`config.mk`:
```
export PLATFORM = sky130hd
export DESIGN_NAME = touch_status_postprocess
export DESIGN_NICKNAME = d
export VERILOG_FILES = /design/src/verilog/touch_pkg.sv /design/src/verilog/sensor_filter.sv /design/src/verilog/touch_status_postprocess.sv
export SDC_FILE = /design/constraint.sdc
export NUM_CORES = 2
export LEC_CHECK = 0
export BUFFER_PORTS_ARGS = -buffer_cell sky130_fd_sc_hd__buf_2
export CAP_MARGIN = 20
export CORE_MARGIN = 1
export CORE_UTILIZATION = 50
export DETAILED_ROUTE_END_ITERATION = 10
export PLACE_DENSITY = 0.69
export SLEW_MARGIN = 20
export SYNTH_ARGS = -nofsm -noshare
export SYNTH_HDL_FRONTEND = slang
export SYNTH_SLANG_ARGS = --single-unit
```
`constraint.sdc`:
```
create_clock -name i_clk -period 15.73 [get_ports i_clk]
set_input_delay 0 -clock i_clk [delete_from_list [all_inputs] [get_ports i_clk]]
set_output_delay 0 -clock i_clk [all_outputs]
set_load 0.05 [all_outputs]
```
`src/verilog/touch_pkg.sv`:
```
`default_nettype none
package touch_pkg;
    // Sensor population: six buttons, one proximity, one guard
    localparam int NUM_SENS = 8;
    localparam int RAW_W = 16;
    localparam logic [7:0] BUTTON_MASK = 8'h3f;
    localparam logic [7:0] PROX_MASK = 8'h40;
    localparam int GUARD_IDX = 7;

    // Register byte addresses
    localparam logic [7:0] ADDR_CTRL = 8'h00;
    localparam logic [7:0] ADDR_SENS = 8'h04;
    localparam logic [7:0] ADDR_FEAT = 8'h08;
    localparam logic [7:0] ADDR_THR = 8'h0c;
    localparam logic [7:0] ADDR_HOLD_EN = 8'h10;
    localparam logic [7:0] ADDR_HOLD_LO = 8'h14;
    localparam logic [7:0] ADDR_HOLD_HI = 8'h18;
    localparam logic [7:0] ADDR_STAT = 8'h20;
    localparam logic [7:0] ADDR_LATCH = 8'h24;
    localparam logic [7:0] ADDR_NOISE = 8'h28;

    // Control register fields and reset value
    localparam int CTRL_AUTO_THR = 0;
    localparam int CTRL_NOISE_IMM = 1;
    localparam int CTRL_ARST_BTN = 2;
    localparam int CTRL_ARST_PROX = 3;
    localparam int CTRL_THR_OVR = 4;
    localparam int CTRL_W = 5;
    localparam logic [4:0] CTRL_RESET = 5'h01;
    localparam int FEAT_TOGGLE_LSB = 8;
    localparam int HOLD_FIELD_W = 8;

    // Threshold arithmetic
    localparam logic [15:0] SENS_STEP_COUNTS = 16'h0010;
    localparam int NOISE_SHIFT = 2;

    // Timing
    localparam int CLK_PERIOD_NS = 5;
    localparam int TICK_MS = 20;
    localparam int TICK_CYCLES = TICK_MS * 1000000 / CLK_PERIOD_NS;
    localparam int ARST_SHORT_S = 5;
    localparam int ARST_LONG_S = 20;
    localparam logic [9:0] ARST_SHORT_TICKS = 10'(ARST_SHORT_S * 1000 / TICK_MS);
    localparam logic [9:0] ARST_LONG_TICKS = 10'(ARST_LONG_S * 1000 / TICK_MS);
    localparam int HOLD_MAX_MS = 2000;
    localparam logic [6:0] HOLD_MAX_STEPS = 7'(HOLD_MAX_MS / TICK_MS);
    localparam int HOST_INT_NS = 1000;
    localparam logic [7:0] HOST_INT_CYCLES =
        8'((HOST_INT_NS + CLK_PERIOD_NS - 1) / CLK_PERIOD_NS);

    // Pseudo-random sense clock
    localparam logic [15:0] SEQ_SEED = 16'hace1;
    localparam logic [15:0] SEQ_TAPS = 16'hb400;

    // Filter strengths
    localparam int BTN_IIR_SHIFT = 2;
    localparam int PROX_LP_SHIFT = 4;
endpackage : touch_pkg
`default_nettype wire

```
`src/verilog/sensor_filter.sv`:
```
`timescale 1ns/100ps
`default_nettype none
module sensor_filter (
    // Clock and reset
    input wire logic i_clk,
    input wire logic i_rst_n,
    // Sample in
    input wire logic i_valid,
    input wire logic [15:0] i_raw,
    input wire logic i_prox,
    input wire logic i_noise_imm,
    // Filtered out
    output logic [15:0] o_filt
);
    logic [15:0] s1;
    logic [15:0] s2;
    logic primed;
    logic [15:0] med;
    logic [15:0] src;
    logic [15:0] step;
    int sh;

    // Median of three, skipped for proximity which uses the slow low-pass
    always_comb begin
        if ((i_raw >= s1) == (i_raw <= s2)) med = i_raw;
        else if ((s1 >= i_raw) == (s1 <= s2)) med = s1;
        else med = s2;
        src = i_prox ? i_raw : med;
        sh = i_prox ? touch_pkg::PROX_LP_SHIFT : touch_pkg::BTN_IIR_SHIFT;
        if (i_noise_imm) sh = sh + 1; // Heavier smoothing costs response time
        step = (src >= o_filt) ? (src - o_filt) >> sh : (o_filt - src) >> sh;
    end

    // Sample history for the median
    always_ff @(posedge i_clk or negedge i_rst_n) begin
        if (!i_rst_n) begin
            s1 <= 16'h0000;
            s2 <= 16'h0000;
        end else if (i_valid) begin
            s1 <= primed ? i_raw : i_raw;
            s2 <= primed ? s1 : i_raw;
        end
    end

    // IIR output; the first sample loads directly to avoid a long ramp
    always_ff @(posedge i_clk or negedge i_rst_n) begin
        if (!i_rst_n) begin
            o_filt <= 16'h0000;
            primed <= 1'b0;
        end else if (i_valid) begin
            primed <= 1'b1;
            if (!primed) o_filt <= i_raw;
            else if (src >= o_filt) o_filt <= o_filt + step;
            else o_filt <= o_filt - step;
        end
    end
endmodule : sensor_filter
`default_nettype wire

```
`src/verilog/touch_status_postprocess.sv`:
```
// Behaviour
// - Auto threshold derives button thresholds from noise; sliders and proximity untouched.
// - A control bit turns auto threshold on or off.
// - Noise immunity mode on forces auto threshold off.
// - A written threshold overrides the automatic one.
// - Every button and slider has its own sensitivity setting.
// - Sensitivity is two bits: 0.1, 0.2, 0.3 or 0.4 pF.
// - Sensor active for the auto reset period goes off, baseline reloads raw.
// - Auto reset period is 5 or 20 seconds.
// - One period setting for proximity, another for buttons and sliders.
// - The guard sensor never auto resets.
// - Per-button adjacent-touch suppression enable, buttons only.
// - Among suppressed buttons only the earliest touched reports active; the code breaks ties and re-elects after a release by lowest touched index.
// - Sensing clock comes from a pseudo-random sequence.
// - Buttons and sliders get median and IIR filtering.
// - Proximity sensors get a dedicated low-pass filter.
// - Noise immunity mode can be switched off.
// - Activations latch until the host reads them.
// - Any reported status change raises the host interrupt.
// - Toggle mode inverts the status on each new activation.
// - Hold-on keeps the general output on after release.
// - Hold-on is 0 to 2 s in 20 ms steps; not in toggle or after reset.
`timescale 1ns/100ps
`default_nettype none
module touch_status_postprocess #(
    parameter int TICK_CYCLES = touch_pkg::TICK_CYCLES
) (
    // Clock and reset
    input wire logic i_clk,
    input wire logic i_rst_n,
    // Measurement front end
    input wire logic i_scan_done,
    input wire logic [127:0] i_raw_count,
    output logic o_pseudo_random_sense_clock,
    output logic o_advanced_noise_immunity_mode,
    // Register port
    input wire logic [7:0] i_addr,
    input wire logic [31:0] i_wdata,
    input wire logic i_wr,
    input wire logic i_rd,
    output logic [31:0] o_rdata,
    // Outputs to pins
    output logic [7:0] o_general_output_pin,
    output logic o_host_int_n
);
    localparam int N = touch_pkg::NUM_SENS;

    typedef enum logic {PH_INIT, PH_RUN} phase_e;

    phase_e phase;
    logic [touch_pkg::CTRL_W-1:0] ctrl;
    logic [15:0] sens_cfg;
    logic [7:0] adjacent_touch_suppression;
    logic [7:0] toggle_en;
    logic [15:0] thr_ovr;
    logic [7:0] hold_en;
    logic [6:0] hold_time [N];
    logic [15:0] filt [N];
    logic [15:0] baseline [N];
    logic [15:0] thr [N];
    logic [15:0] diff [N];
    logic [9:0] arst_cnt [N];
    logic [6:0] hold_cnt [N];
    logic [7:0] det;
    logic [7:0] det_q;
    logic [7:0] arst_fire;
    logic [7:0] reported;
    logic [7:0] next_reported;
    logic [7:0] tog;
    logic [7:0] next_stat;
    logic [7:0] cur_stat;
    logic [7:0] latched;
    logic [15:0] noise_est;
    logic [15:0] next_noise;
    logic [2:0] owner;
    logic owner_v;
    logic [2:0] next_owner;
    logic next_owner_v;
    logic [7:0] cand;
    logic auto_active;
    logic [31:0] tick_cnt;
    logic tick;
    logic [15:0] lfsr;
    logic [7:0] int_cnt;
    logic latch_rd;

    // Sensitivity code to counts, 0.1 pF per step
    function automatic logic [15:0] sens_thr(input logic [1:0] code);
        sens_thr = 16'(touch_pkg::SENS_STEP_COUNTS * (32'(code) + 1));
    endfunction : sens_thr

    // Register decode shared by write and read side
    function automatic logic hit(input logic [7:0] a, input logic [7:0] off);
        hit = (a == off);
    endfunction : hit

    assign latch_rd = i_rd && hit(i_addr, touch_pkg::ADDR_LATCH);
    assign o_advanced_noise_immunity_mode = ctrl[touch_pkg::CTRL_NOISE_IMM];
    // Noise immunity wins over auto threshold
    assign auto_active = ctrl[touch_pkg::CTRL_AUTO_THR]
        && !ctrl[touch_pkg::CTRL_NOISE_IMM];

    // Configuration writes
    always_ff @(posedge i_clk or negedge i_rst_n) begin
        if (!i_rst_n) begin
            ctrl <= touch_pkg::CTRL_RESET;
            sens_cfg <= 16'h0000;
            adjacent_touch_suppression <= 8'h00;
            toggle_en <= 8'h00;
            thr_ovr <= 16'h0000;
            hold_en <= 8'h00;
        end else if (i_wr) begin
            if (hit(i_addr, touch_pkg::ADDR_CTRL))
                ctrl <= i_wdata[touch_pkg::CTRL_W-1:0];
            if (hit(i_addr, touch_pkg::ADDR_SENS))
                sens_cfg <= i_wdata[15:0];
            if (hit(i_addr, touch_pkg::ADDR_FEAT)) begin
                // Suppression only exists on buttons
                adjacent_touch_suppression <= i_wdata[7:0] & touch_pkg::BUTTON_MASK;
                toggle_en <= i_wdata[touch_pkg::FEAT_TOGGLE_LSB +: 8];
            end
            if (hit(i_addr, touch_pkg::ADDR_THR))
                thr_ovr <= i_wdata[15:0];
            if (hit(i_addr, touch_pkg::ADDR_HOLD_EN))
                hold_en <= i_wdata[7:0];
        end
    end

    // Hold times, four per word, clamped to 2 s
    generate
        for (genvar g = 0; g < N; g++) begin : g_hold_cfg
            localparam logic [7:0] HADDR = (g < 4) ? touch_pkg::ADDR_HOLD_LO
                                                   : touch_pkg::ADDR_HOLD_HI;
            always_ff @(posedge i_clk or negedge i_rst_n) begin
                if (!i_rst_n) hold_time[g] <= 7'h00;
                else if (i_wr && hit(i_addr, HADDR)) begin
                    if (i_wdata[(g % 4) * touch_pkg::HOLD_FIELD_W +: 7] > touch_pkg::HOLD_MAX_STEPS)
                        hold_time[g] <= touch_pkg::HOLD_MAX_STEPS;
                    else
                        hold_time[g] <= i_wdata[(g % 4) * touch_pkg::HOLD_FIELD_W +: 7];
                end
            end
        end
    endgenerate

    // Read data, one cycle after the strobe; unmapped reads zero
    always_ff @(posedge i_clk or negedge i_rst_n) begin
        if (!i_rst_n) o_rdata <= 32'h00000000;
        else if (i_rd) begin
            case (i_addr)
                touch_pkg::ADDR_CTRL: o_rdata <= 32'(ctrl);
                touch_pkg::ADDR_SENS: o_rdata <= 32'(sens_cfg);
                touch_pkg::ADDR_FEAT: o_rdata <= {16'h0000, toggle_en, adjacent_touch_suppression};
                touch_pkg::ADDR_THR: o_rdata <= 32'(thr_ovr);
                touch_pkg::ADDR_HOLD_EN: o_rdata <= 32'(hold_en);
                touch_pkg::ADDR_HOLD_LO: o_rdata <= {1'b0, hold_time[3], 1'b0, hold_time[2],
                                                     1'b0, hold_time[1], 1'b0, hold_time[0]};
                touch_pkg::ADDR_HOLD_HI: o_rdata <= {1'b0, hold_time[7], 1'b0, hold_time[6],
                                                     1'b0, hold_time[5], 1'b0, hold_time[4]};
                touch_pkg::ADDR_STAT: o_rdata <= {16'h0000, det_q, cur_stat};
                touch_pkg::ADDR_LATCH: o_rdata <= 32'(latched);
                touch_pkg::ADDR_NOISE: o_rdata <= {15'h0000, auto_active, noise_est};
                default: o_rdata <= 32'h00000000;
            endcase
        end
    end

    // Free-running pseudo-random sequence spreads sense clock emissions
    always_ff @(posedge i_clk or negedge i_rst_n) begin
        if (!i_rst_n) lfsr <= touch_pkg::SEQ_SEED;
        else lfsr <= {1'b0, lfsr[15:1]} ^ (lfsr[0] ? touch_pkg::SEQ_TAPS : 16'h0000);
    end
    assign o_pseudo_random_sense_clock = lfsr[0];

    // 20 ms time base for auto reset and hold-on
    always_ff @(posedge i_clk or negedge i_rst_n) begin
        if (!i_rst_n) begin
            tick_cnt <= 32'h00000000;
            tick <= 1'b0;
        end else begin
            tick <= (tick_cnt == 32'(TICK_CYCLES - 1));
            tick_cnt <= (tick_cnt == 32'(TICK_CYCLES - 1)) ? 32'h00000000 : tick_cnt + 1;
        end
    end

    // Baseline capture happens once on the first scan
    always_ff @(posedge i_clk or negedge i_rst_n) begin
        if (!i_rst_n) phase <= PH_INIT;
        else begin
            case (phase)
                PH_INIT: if (i_scan_done) phase <= PH_RUN;
                PH_RUN: phase <= PH_RUN;
                default: phase <= PH_INIT;
            endcase
        end
    end

    // Per-sensor filtering, thresholds and timers
    generate
        for (genvar g = 0; g < N; g++) begin : g_sens
            localparam bit IS_BTN = touch_pkg::BUTTON_MASK[g];
            localparam bit IS_PROX = touch_pkg::PROX_MASK[g];

            sensor_filter u_filt (
                .i_clk(i_clk),
                .i_rst_n(i_rst_n),
                .i_valid(i_scan_done),
                .i_raw(i_raw_count[g*16 +: 16]),
                .i_prox(IS_PROX),
                .i_noise_imm(o_advanced_noise_immunity_mode),
                .o_filt(filt[g])
            );

            // Button thresholds follow the override, else noise while auto threshold is active; all other cases use sensitivity
            always_comb begin
                thr[g] = sens_thr(sens_cfg[2*g +: 2]);
                if (IS_BTN && ctrl[touch_pkg::CTRL_THR_OVR]) thr[g] = thr_ovr;
                else if (IS_BTN && auto_active)
                    thr[g] = (noise_est << touch_pkg::NOISE_SHIFT)
                             + touch_pkg::SENS_STEP_COUNTS;
                diff[g] = (filt[g] > baseline[g]) ? filt[g] - baseline[g] : 16'h0000;
                det[g] = (phase == PH_RUN) && (diff[g] > thr[g]);
            end

            // Stuck sensor check once per scan; the guard is exempt
            assign arst_fire[g] = i_scan_done && det_q[g] && (g != touch_pkg::GUARD_IDX)
                && (arst_cnt[g] >= ((IS_PROX ? ctrl[touch_pkg::CTRL_ARST_PROX]
                                             : ctrl[touch_pkg::CTRL_ARST_BTN])
                    ? touch_pkg::ARST_LONG_TICKS : touch_pkg::ARST_SHORT_TICKS));

            // Active time counter, cleared when inactive or after a reset
            always_ff @(posedge i_clk or negedge i_rst_n) begin
                if (!i_rst_n) arst_cnt[g] <= 10'h000;
                else if (!det_q[g] || arst_fire[g]) arst_cnt[g] <= 10'h000;
                else if (tick && arst_cnt[g] != 10'h3ff) arst_cnt[g] <= arst_cnt[g] + 10'h001;
            end

            // Baseline: raw on start and on auto reset, tracks filter when idle
            always_ff @(posedge i_clk or negedge i_rst_n) begin
                if (!i_rst_n) baseline[g] <= 16'h0000;
                else if (i_scan_done) begin
                    if (phase == PH_INIT || arst_fire[g])
                        baseline[g] <= i_raw_count[g*16 +: 16];
                    else if (!det[g]) baseline[g] <= filt[g];
                end
            end

            // Hold-on: loads at release unless toggled or auto reset
            always_ff @(posedge i_clk or negedge i_rst_n) begin
                if (!i_rst_n) hold_cnt[g] <= 7'h00;
                else if (i_scan_done && next_reported[g]) hold_cnt[g] <= 7'h00;
                else if (i_scan_done && reported[g] && hold_en[g] && !toggle_en[g]
                         && !arst_fire[g]) hold_cnt[g] <= hold_time[g];
                else if (tick && hold_cnt[g] != 7'h00) hold_cnt[g] <= hold_cnt[g] - 7'h01;
            end
        end
    endgenerate

    // Suppression owner: keep the holder, else lowest touched candidate index
    always_comb begin
        cand = det & ~arst_fire & adjacent_touch_suppression;
        next_owner = owner;
        next_owner_v = 1'b0;
        if (owner_v && cand[owner]) next_owner_v = 1'b1;
        else begin
            for (int i = N - 1; i >= 0; i--) begin
                if (cand[i]) begin
                    next_owner = 3'(i);
                    next_owner_v = 1'b1;
                end
            end
        end
        next_reported = det & ~arst_fire & ~adjacent_touch_suppression;
        if (next_owner_v) next_reported[next_owner] = 1'b1;
        // Toggle flips on each rising activation
        next_stat = toggle_en & (tog ^ (next_reported & ~reported));
        next_stat = next_stat | (~toggle_en & next_reported);
    end

    // Per-scan status update
    always_ff @(posedge i_clk or negedge i_rst_n) begin
        if (!i_rst_n) begin
            det_q <= 8'h00;
            reported <= 8'h00;
            tog <= 8'h00;
            cur_stat <= 8'h00;
            owner <= 3'h0;
            owner_v <= 1'b0;
        end else if (i_scan_done) begin
            det_q <= det & ~arst_fire;
            reported <= next_reported;
            tog <= tog ^ (next_reported & ~reported);
            cur_stat <= next_stat;
            owner <= next_owner;
            owner_v <= next_owner_v;
        end
    end

    // Noise estimate from idle buttons, peak hold with slow decay
    always_comb begin
        next_noise = (noise_est != 16'h0000) ? noise_est - 16'h0001 : 16'h0000;
        for (int i = 0; i < N; i++) begin
            if (touch_pkg::BUTTON_MASK[i] && !det[i] && diff[i] > next_noise)
                next_noise = diff[i];
        end
    end

    always_ff @(posedge i_clk or negedge i_rst_n) begin
        if (!i_rst_n) noise_est <= 16'h0000;
        else if (i_scan_done && auto_active && phase == PH_RUN) noise_est <= next_noise;
    end

    // Latched activations; a new set beats the read clear
    always_ff @(posedge i_clk or negedge i_rst_n) begin
        if (!i_rst_n) latched <= 8'h00;
        else latched <= (latched & ~(latch_rd ? 8'hff : 8'h00))
                        | (i_scan_done ? (next_stat & ~cur_stat) : 8'h00);
    end

    // Host interrupt: active low pulse on any status change, at most one per scan
    always_ff @(posedge i_clk or negedge i_rst_n) begin
        if (!i_rst_n) int_cnt <= 8'h00;
        else if (i_scan_done && next_stat != cur_stat) int_cnt <= touch_pkg::HOST_INT_CYCLES;
        else if (int_cnt != 8'h00) int_cnt <= int_cnt - 8'h01;
    end

    // Registered pin outputs
    always_ff @(posedge i_clk or negedge i_rst_n) begin
        if (!i_rst_n) begin
            o_host_int_n <= 1'b1;
            o_general_output_pin <= 8'h00;
        end else begin
            o_host_int_n <= (int_cnt == 8'h00);
            for (int i = 0; i < N; i++)
                o_general_output_pin[i] <= cur_stat[i] || (hold_cnt[i] != 7'h00);
        end
    end
endmodule : touch_status_postprocess
`default_nettype wire

```
### Word-level counts from Yosys, hierarchy flattened

Cells that the tools add are included.

* register bits after elaboration: 881
* latch bits: 0
* bits in writable memories: 0
* bits in read-only memories: 0
* output and inout bits: 43
* memories: 0

* $add $sub $neg: 67
* multipliers: 0
* div/mod/pow operators: 0
* order comparisons: 72
* equal/unequal tests: 40
* shift-type cells: 16
* muxes and demuxes: 166
* bitwise logic cells: 20
* reductions and logical operators: 183

Operators with widths (number)
* 16-bit 2-to-1 mux: 89
* 16-bit subtractor: 32
* 16-bit greater-or-equal comparator: 22
* 16-bit > comparator: 20
* 31-bit one-hot mux with 10 select lines: 1
* 16-bit <= comparator: 14
* 16-bit by 2-bit >> shifter with 16-bit output: 14
* 7-bit 2-to-1 mux: 28
* 10-bit 2-to-1 mux: 16
* 16-bit adder: 8
* 1-bit logical AND: 91
* 10-bit by 1-bit adder with 10-bit output, second input constant: 7
* 10-bit greater-or-equal comparator: 7
* 10-bit inequality test, second input constant: 7
* 8-bit AND: 7
* 7-bit nonzero test: 8
* 7-bit by 1-bit subtractor with 7-bit output, second input constant: 8
* 8-bit 2-to-1 mux: 5
* 32-bit by 1-bit adder with 32-bit output, second input constant: 1
* 32-bit by 22-bit equality test with 1-bit output, second input constant: 1
* 16-bit by 7-bit > comparator with 1-bit output: 2
* 32-bit 2-to-1 mux: 1
* 8-bit NOT: 4
* 16-bit by 3-bit >> shifter with 16-bit output: 2
* other kinds (35): 169

### Depth between registers and ports, before layout

* word-level depth: 30
* mapped depth: 108
* depth with buffers taken out: 100

### By module

A second synthesis with hierarchy kept.

* cell total of the unflattened synthesis: 10860
* area total of the unflattened synthesis: 92846.5 um2

Modules (own cells, without submodules)
* touch_status_postprocess: instances 1, cells an instance 4338, area each 38251.7 um2, seq. area each 13175.1 um2
* sensor_filter (g_sens[2].u_filt ...): instances 4, cells an instance 837, area each 6890.4 um2, seq. area each 1226.2 um2
* sensor_filter (g_sens[0].u_filt ...): instances 3, cells an instance 784, area each 6817.8 um2, seq. area each 1226.2 um2
* sensor_filter (g_sens[4].u_filt): instances 1, cells an instance 822, area each 6580.1 um2, seq. area each 1226.2 um2

### Worst setup path before layout

No wires, ideal clock.

* path type: register to register
* from: register g_sens[0].u_filt.o_filt[1]
* to: register noise_est[14]
* arrival time: 16569 ps
* data required time: 15602 ps
* path slack: -967 ps
* cell stages (with the launch flop): 103
* cells stage by stage: dfrtp_1 -> ha_1 -> nor2b_1 -> o21ai_0 -> a21boi_0 -> o21ai_0 -> a21oi_1 -> o21ai_0 -> a21oi_1 -> o21ai_0 -> a21boi_0 -> o21ai_0 -> a21oi_1 -> o21ai_0 -> nand2_1 -> a21o_1 -> a21oi_1 -> xnor2_1 -> [67 not listed] -> mux2_4 -> ha_1 -> nor2b_1 -> o21a_1 -> o21ai_0 -> nand2b_1 -> a21oi_1 -> nor2b_1 -> o21ai_0 -> nand2b_1 -> a21oi_1 -> or3_1 -> a211o_1 -> clkbuf_1 -> or2_2 -> clkbuf_1 -> o22ai_1 -> a21oi_1

* longest elaborated chain between the ends: 22

Ends and longest elaborated chain
* from (decl): RTL line sensor_filter.sv:13 `output logic [15:0] o_filt`
* from (signal assigned): RTL line sensor_filter.sv:52 `if (!primed) o_filt <= i_raw;`
* from (signal assigned): RTL line sensor_filter.sv:53 `else if (src >= o_filt) o_filt <= o_filt + step;`
* from (signal assigned): RTL line sensor_filter.sv:54 `else o_filt <= o_filt - step;`
* 16-bit subtractor / 16-bit > comparator (equally long branches): RTL line touch_status_postprocess.sv:221 `diff[g] = (filt[g] > baseline[g]) ? filt[g] - baseline[g] : 16'h0000;`
* 16-bit 2-to-1 mux (*): RTL line touch_status_postprocess.sv:221
* 16-bit > comparator: RTL line touch_status_postprocess.sv:222 `det[g] = (phase == PH_RUN) && (diff[g] > thr[g]);`
* 1-bit logical AND: RTL line touch_status_postprocess.sv:222
* 1-bit logical NOT: RTL line touch_status_postprocess.sv:303 `if (touch_pkg::BUTTON_MASK[i] && !det[i] && diff[i] > next_noise)`
* 1-bit logical AND: RTL line touch_status_postprocess.sv:303
* 16-bit 2-to-1 mux (*): RTL line touch_status_postprocess.sv:303
* 16-bit > comparator: RTL line touch_status_postprocess.sv:303
* [6 not listed]
* 1-bit logical AND: RTL line touch_status_postprocess.sv:303
* 16-bit 2-to-1 mux (*): RTL line touch_status_postprocess.sv:303
* 16-bit > comparator: RTL line touch_status_postprocess.sv:303
* 1-bit logical AND: RTL line touch_status_postprocess.sv:303
* 16-bit 2-to-1 mux (*): RTL line touch_status_postprocess.sv:303
* 16-bit > comparator: RTL line touch_status_postprocess.sv:303
* 1-bit logical AND: RTL line touch_status_postprocess.sv:303
* 16-bit 2-to-1 mux (*): RTL line touch_status_postprocess.sv:303
* to (signal assigned): RTL line touch_status_postprocess.sv:310 `else if (i_scan_done && auto_active && phase == PH_RUN) noise_est <= next_noise;`
* to (decl): RTL line touch_status_postprocess.sv:73 `logic [15:0] noise_est;`

Mark *: on every way between the ends. The rest lies on a longest branch, timed or not.
A chain may end at the register's enable or synchronous reset.

### Worst setup path in the final report

* from: register baseline[113] (netlist name)
* to: register noise_est[10]

* longest elaborated chain between the ends: 22

Ends and longest elaborated chain
* from (decl): RTL line touch_status_postprocess.sv:59 `logic [15:0] baseline [N];`
* from (signal, indexed assignment): RTL line touch_status_postprocess.sv:243 `baseline[g] <= i_raw_count[g*16 +: 16];`
* from (signal, indexed assignment): RTL line touch_status_postprocess.sv:244 `else if (!det[g]) baseline[g] <= filt[g];`
* 16-bit subtractor / 16-bit > comparator (equally long branches): RTL line touch_status_postprocess.sv:221
* 16-bit 2-to-1 mux (*): RTL line touch_status_postprocess.sv:221
* 16-bit > comparator: RTL line touch_status_postprocess.sv:222
* 1-bit logical AND: RTL line touch_status_postprocess.sv:222
* 1-bit logical NOT: RTL line touch_status_postprocess.sv:303
* 1-bit logical AND: RTL line touch_status_postprocess.sv:303
* 16-bit 2-to-1 mux (*): RTL line touch_status_postprocess.sv:303
* 16-bit > comparator: RTL line touch_status_postprocess.sv:303
* [6 not listed]
* 1-bit logical AND: RTL line touch_status_postprocess.sv:303
* 16-bit 2-to-1 mux (*): RTL line touch_status_postprocess.sv:303
* 16-bit > comparator: RTL line touch_status_postprocess.sv:303
* 1-bit logical AND: RTL line touch_status_postprocess.sv:303
* 16-bit 2-to-1 mux (*): RTL line touch_status_postprocess.sv:303
* 16-bit > comparator: RTL line touch_status_postprocess.sv:303
* 1-bit logical AND: RTL line touch_status_postprocess.sv:303
* 16-bit 2-to-1 mux (*): RTL line touch_status_postprocess.sv:303

Marks and branches as above.

==> qor.csv <==
metric,value,unit
synth_area,0.08131,mm^2
start_kind,register,
holdCritStartpoint,i_addr[3],
worst_slew_pin_slew,1.224,ns
fillers,14480,
ant_nets,0,
cts_buffer_depth,3,
grt_setup_unrepaired,yes,
yosys_most_used_dff,dfrtp_1,
cp_common_cell,buf_4,
drt-pass1-iter-count,6,
ys.warnings.count,0,
routed_via_density,5.847,
max_stage_delay,0.49,ns
dieWidth,405.3,um
antenna_found_initial,20,
die-area,0.1642,mm^2
crit_required,16.39,ns
endpoint,noise_est[10],
clock_sinks,879,
grt_max_degree,230,
crit_type,register to register,
drive_above_1_share,11.14,%
drt_wl_total,260900,um
io_pins,216,
worst_ep_arrival_time,16.83,ns
clk_latency,0.79,ns
ys_seq_area_share,27.07,%
violations,setup timing,
reg2reg_depth,95,
synth_edf_count,0,
track_usage,31.08,%
root_buffer,clkbuf_16,
synth_cells,10070,
fin_ws,-0.4429,ns
cts_tree,yes,
vias,75020,
status,finished with violations,
min_path_type,primary input to register,
reg2reg_slack,-0.44,ns
rows,147,
crit_path_top_delay_cell,mux4_2,
syn_to_final_growth,14.56,%
post-route-util,57.88,%
r2r-end,noise_est[10],
maxCapViolCount,0,
fin_skew,0.06506,ns
drc,0,
drtIter0Drc,6158,
numCtsBuffers,108,
cts_htree_levels,3,
initial_utilization,50.52,%
fmax,0.06183,GHz
pre_cts_ws,-1.118,ns
slew_headroom,18.09,%
slew_violations,0,
yosys.cell_types.count,98,
gp_congestion,0.9848,
grt_pass1_wl,406400,um
wl_per_cell,20.33,um
gr-total-overflow,0,
synthArstFlopShare,100.0,%
finalSetupViolations,16,
hold_viol_final,0,
synth-seq-cells,879,
clk_pin_slew,0.06,ns
fin_crit_sh,102.8,%
dpl.hpwl,199800,um
period_minus_slack,16.17,ns
port-buffer-count,211,
startpoint,baseline[113],
syn_avg_cell_area,8.074,um^2
nets,11860,
dieHeight,405.3,um
endpoint_kind,register,
grt_pass1_vias,72720,
critPathMaxFanout,8,
core,0.1609,mm^2
r2r-start,baseline[113],
==> what timing repair did <==
item | in CTS | in global routing
hold endpoints to repair | 901 | 0
hold buffers | 177 | 0
pin swaps | 37 | 80
cloned | 1 | 1
setup buffers | 57 | 21
endpoints found under the setup margin | 16 | 16
resized for setup | 79 | 73
==> through the flow <==
step                      TNS (ns)  hold slack [ns]  cells  cell area (um^2)
after floorplan                  0          -0.2956  10070             81410
after CTS                        0         0.001707  12800             92600
after detailed placement    -16.78          0.03467  12360             86150
after global placement      -12.57          0.02964  12360             86150
final                       -5.899          0.04854  12830             93140
after global routing        -15.07          0.02931  12830             93140
==> per-layer routing <==
layer  vias to the layer above  track usage [%]  part of all wire [%]
met5                         -                0                 0.018
met2                      2238            50.36                    45
met4                        10            11.28                   3.9
met1                     35900            42.40                    45
met3                       502            3.797                   5.8
li1                      36360                -                     -
==> layout by cell type, fill, tap and decap left out, types with 191 or more instances in the layout <==
cell and instances:
o21ai_0 653, buf_2 209, nor2_1 910, buf_4 353, dfrtp_1 865, nand2_1 796, nor2b_1 191, xnor2_1 351
mux2_2 193, xor2_1 198, ha_1 1091, nand4_1 196, a21o_1 242, a21oi_1 1106, inv_1 985
==> cell usage after synthesis, types with 18 or more instances <==
cell       count  area share (%)
o31ai_1       32            0.30
o21ai_0      677             4.2
and2_1        56            0.43
dfrtp_1      869              27
xor2_1       202             2.2
nand3b_1      22            0.20
ha_1        1102              17
a221oi_1      22            0.24
inv_1        988             4.6
nand2b_1     155             1.2
nand2_1      805             3.7
o22ai_1       57            0.44
mux2_2       195             2.7
a2111oi_0     18            0.19
mux2i_1      175             2.2
a31oi_1       40            0.31
buf_1         28            0.13
nor2_1       923             4.3
o21bai_1     138             1.3
or2_2         25            0.19
o221ai_1      23            0.25
nand4_1      196             1.5
nor3_1       116            0.71
nand3_1      126            0.78
nor4_1        49            0.38
or4_1         29            0.27
a21oi_1     1133             7.0
o21a_1        91            0.84
a21o_1       242             2.2
a21boi_0      32            0.30
or3_1         26            0.20
a22oi_1       62            0.57
xnor2_1      362             3.9
clkbuf_1     346             1.6
a211oi_1     166             1.5
nor2b_1      194             1.5
and3_1        55            0.42
o211ai_1      34            0.31
==> cells by family after synthesis <==
family | share of synthesized area [%]
AND/OR/NAND/NOR | 16.34
other | 0.004612
flip-flops | 27.07
multiplexers | 4.957
adder cells (fa/ha/maj) | 17.39
XOR/XNOR | 6.075
AO/OA/AOI/OAI | 21.79
buffers and inverters | 6.366
==> area by class of cell <==
| class | instances | area (um^2) | share of cell area [%] |
|---|---|---|---|
| inverters | 989 | 3722 | 3.996 |
| repair buffers | 766 | 5863 | 6.295 |
| flip-flops and latches | 879 | 22020 | 23.64 |
| well taps | 2160 | 2703 | 2.902 |
| clock buffers | 149 | 3128 | 3.358 |
| diodes | 10 | 25.02 | 0.02687 |
| clock inverters | 56 | 785.8 | 0.8436 |
| multi-input cells | 7821 | 54900 | 58.94 |
==> state kept, by name (all words and copies together) (netlist names), 6 cells and up <==
name	count
latched	8
det_q	8
g_sens.u_filt.s2	112
arst_cnt	70
hold_time	56
tick_cnt	32
reported	8
tog	8
g_sens.u_filt.s1	112
thr_ovr	16
hold_en	8
g_sens.u_filt.o_filt	128
cur_stat	8
o_general_output_pin	8
int_cnt	8
noise_est	16
lfsr	16
hold_cnt	56
baseline	128
o_rdata	30
sens_cfg	16
toggle_en	8
adjacent_touch_suppression	6
==> worst max-delay path: cells and delay by family (launching register included) <==
kind | cells | cell delay (ns)
AO/OA/AOI/OAI | 33 | 5.92
adder cells (fa/ha/maj) | 7 | 1.58
buffers and inverters | 30 | 3.80
multiplexers | 3 | 1.16
AND/OR/NAND/NOR | 22 | 3.18
flip-flops | 1 | 0.39
==> worst min-delay path by stage <==
stage,slack (ns),to,depth (start not counted)
2_1_floorplan,-0.30,adjacent_touch_suppression[0],0
3_3_place_gp,0.03,g_sens[1].u_filt.s1[10],1
3_5_place_dp,0.03,g_sens[1].u_filt.s1[11],1
4_1_cts,0.002,hold_time[5],3
5_1_grt,0.03,hold_time[6],3
6_report,0.05,o_rdata[16],5
Power is left out: the tool's default activity adds up to more than one toggle a clock period on the data nets, which glitch-free logic cannot reach.
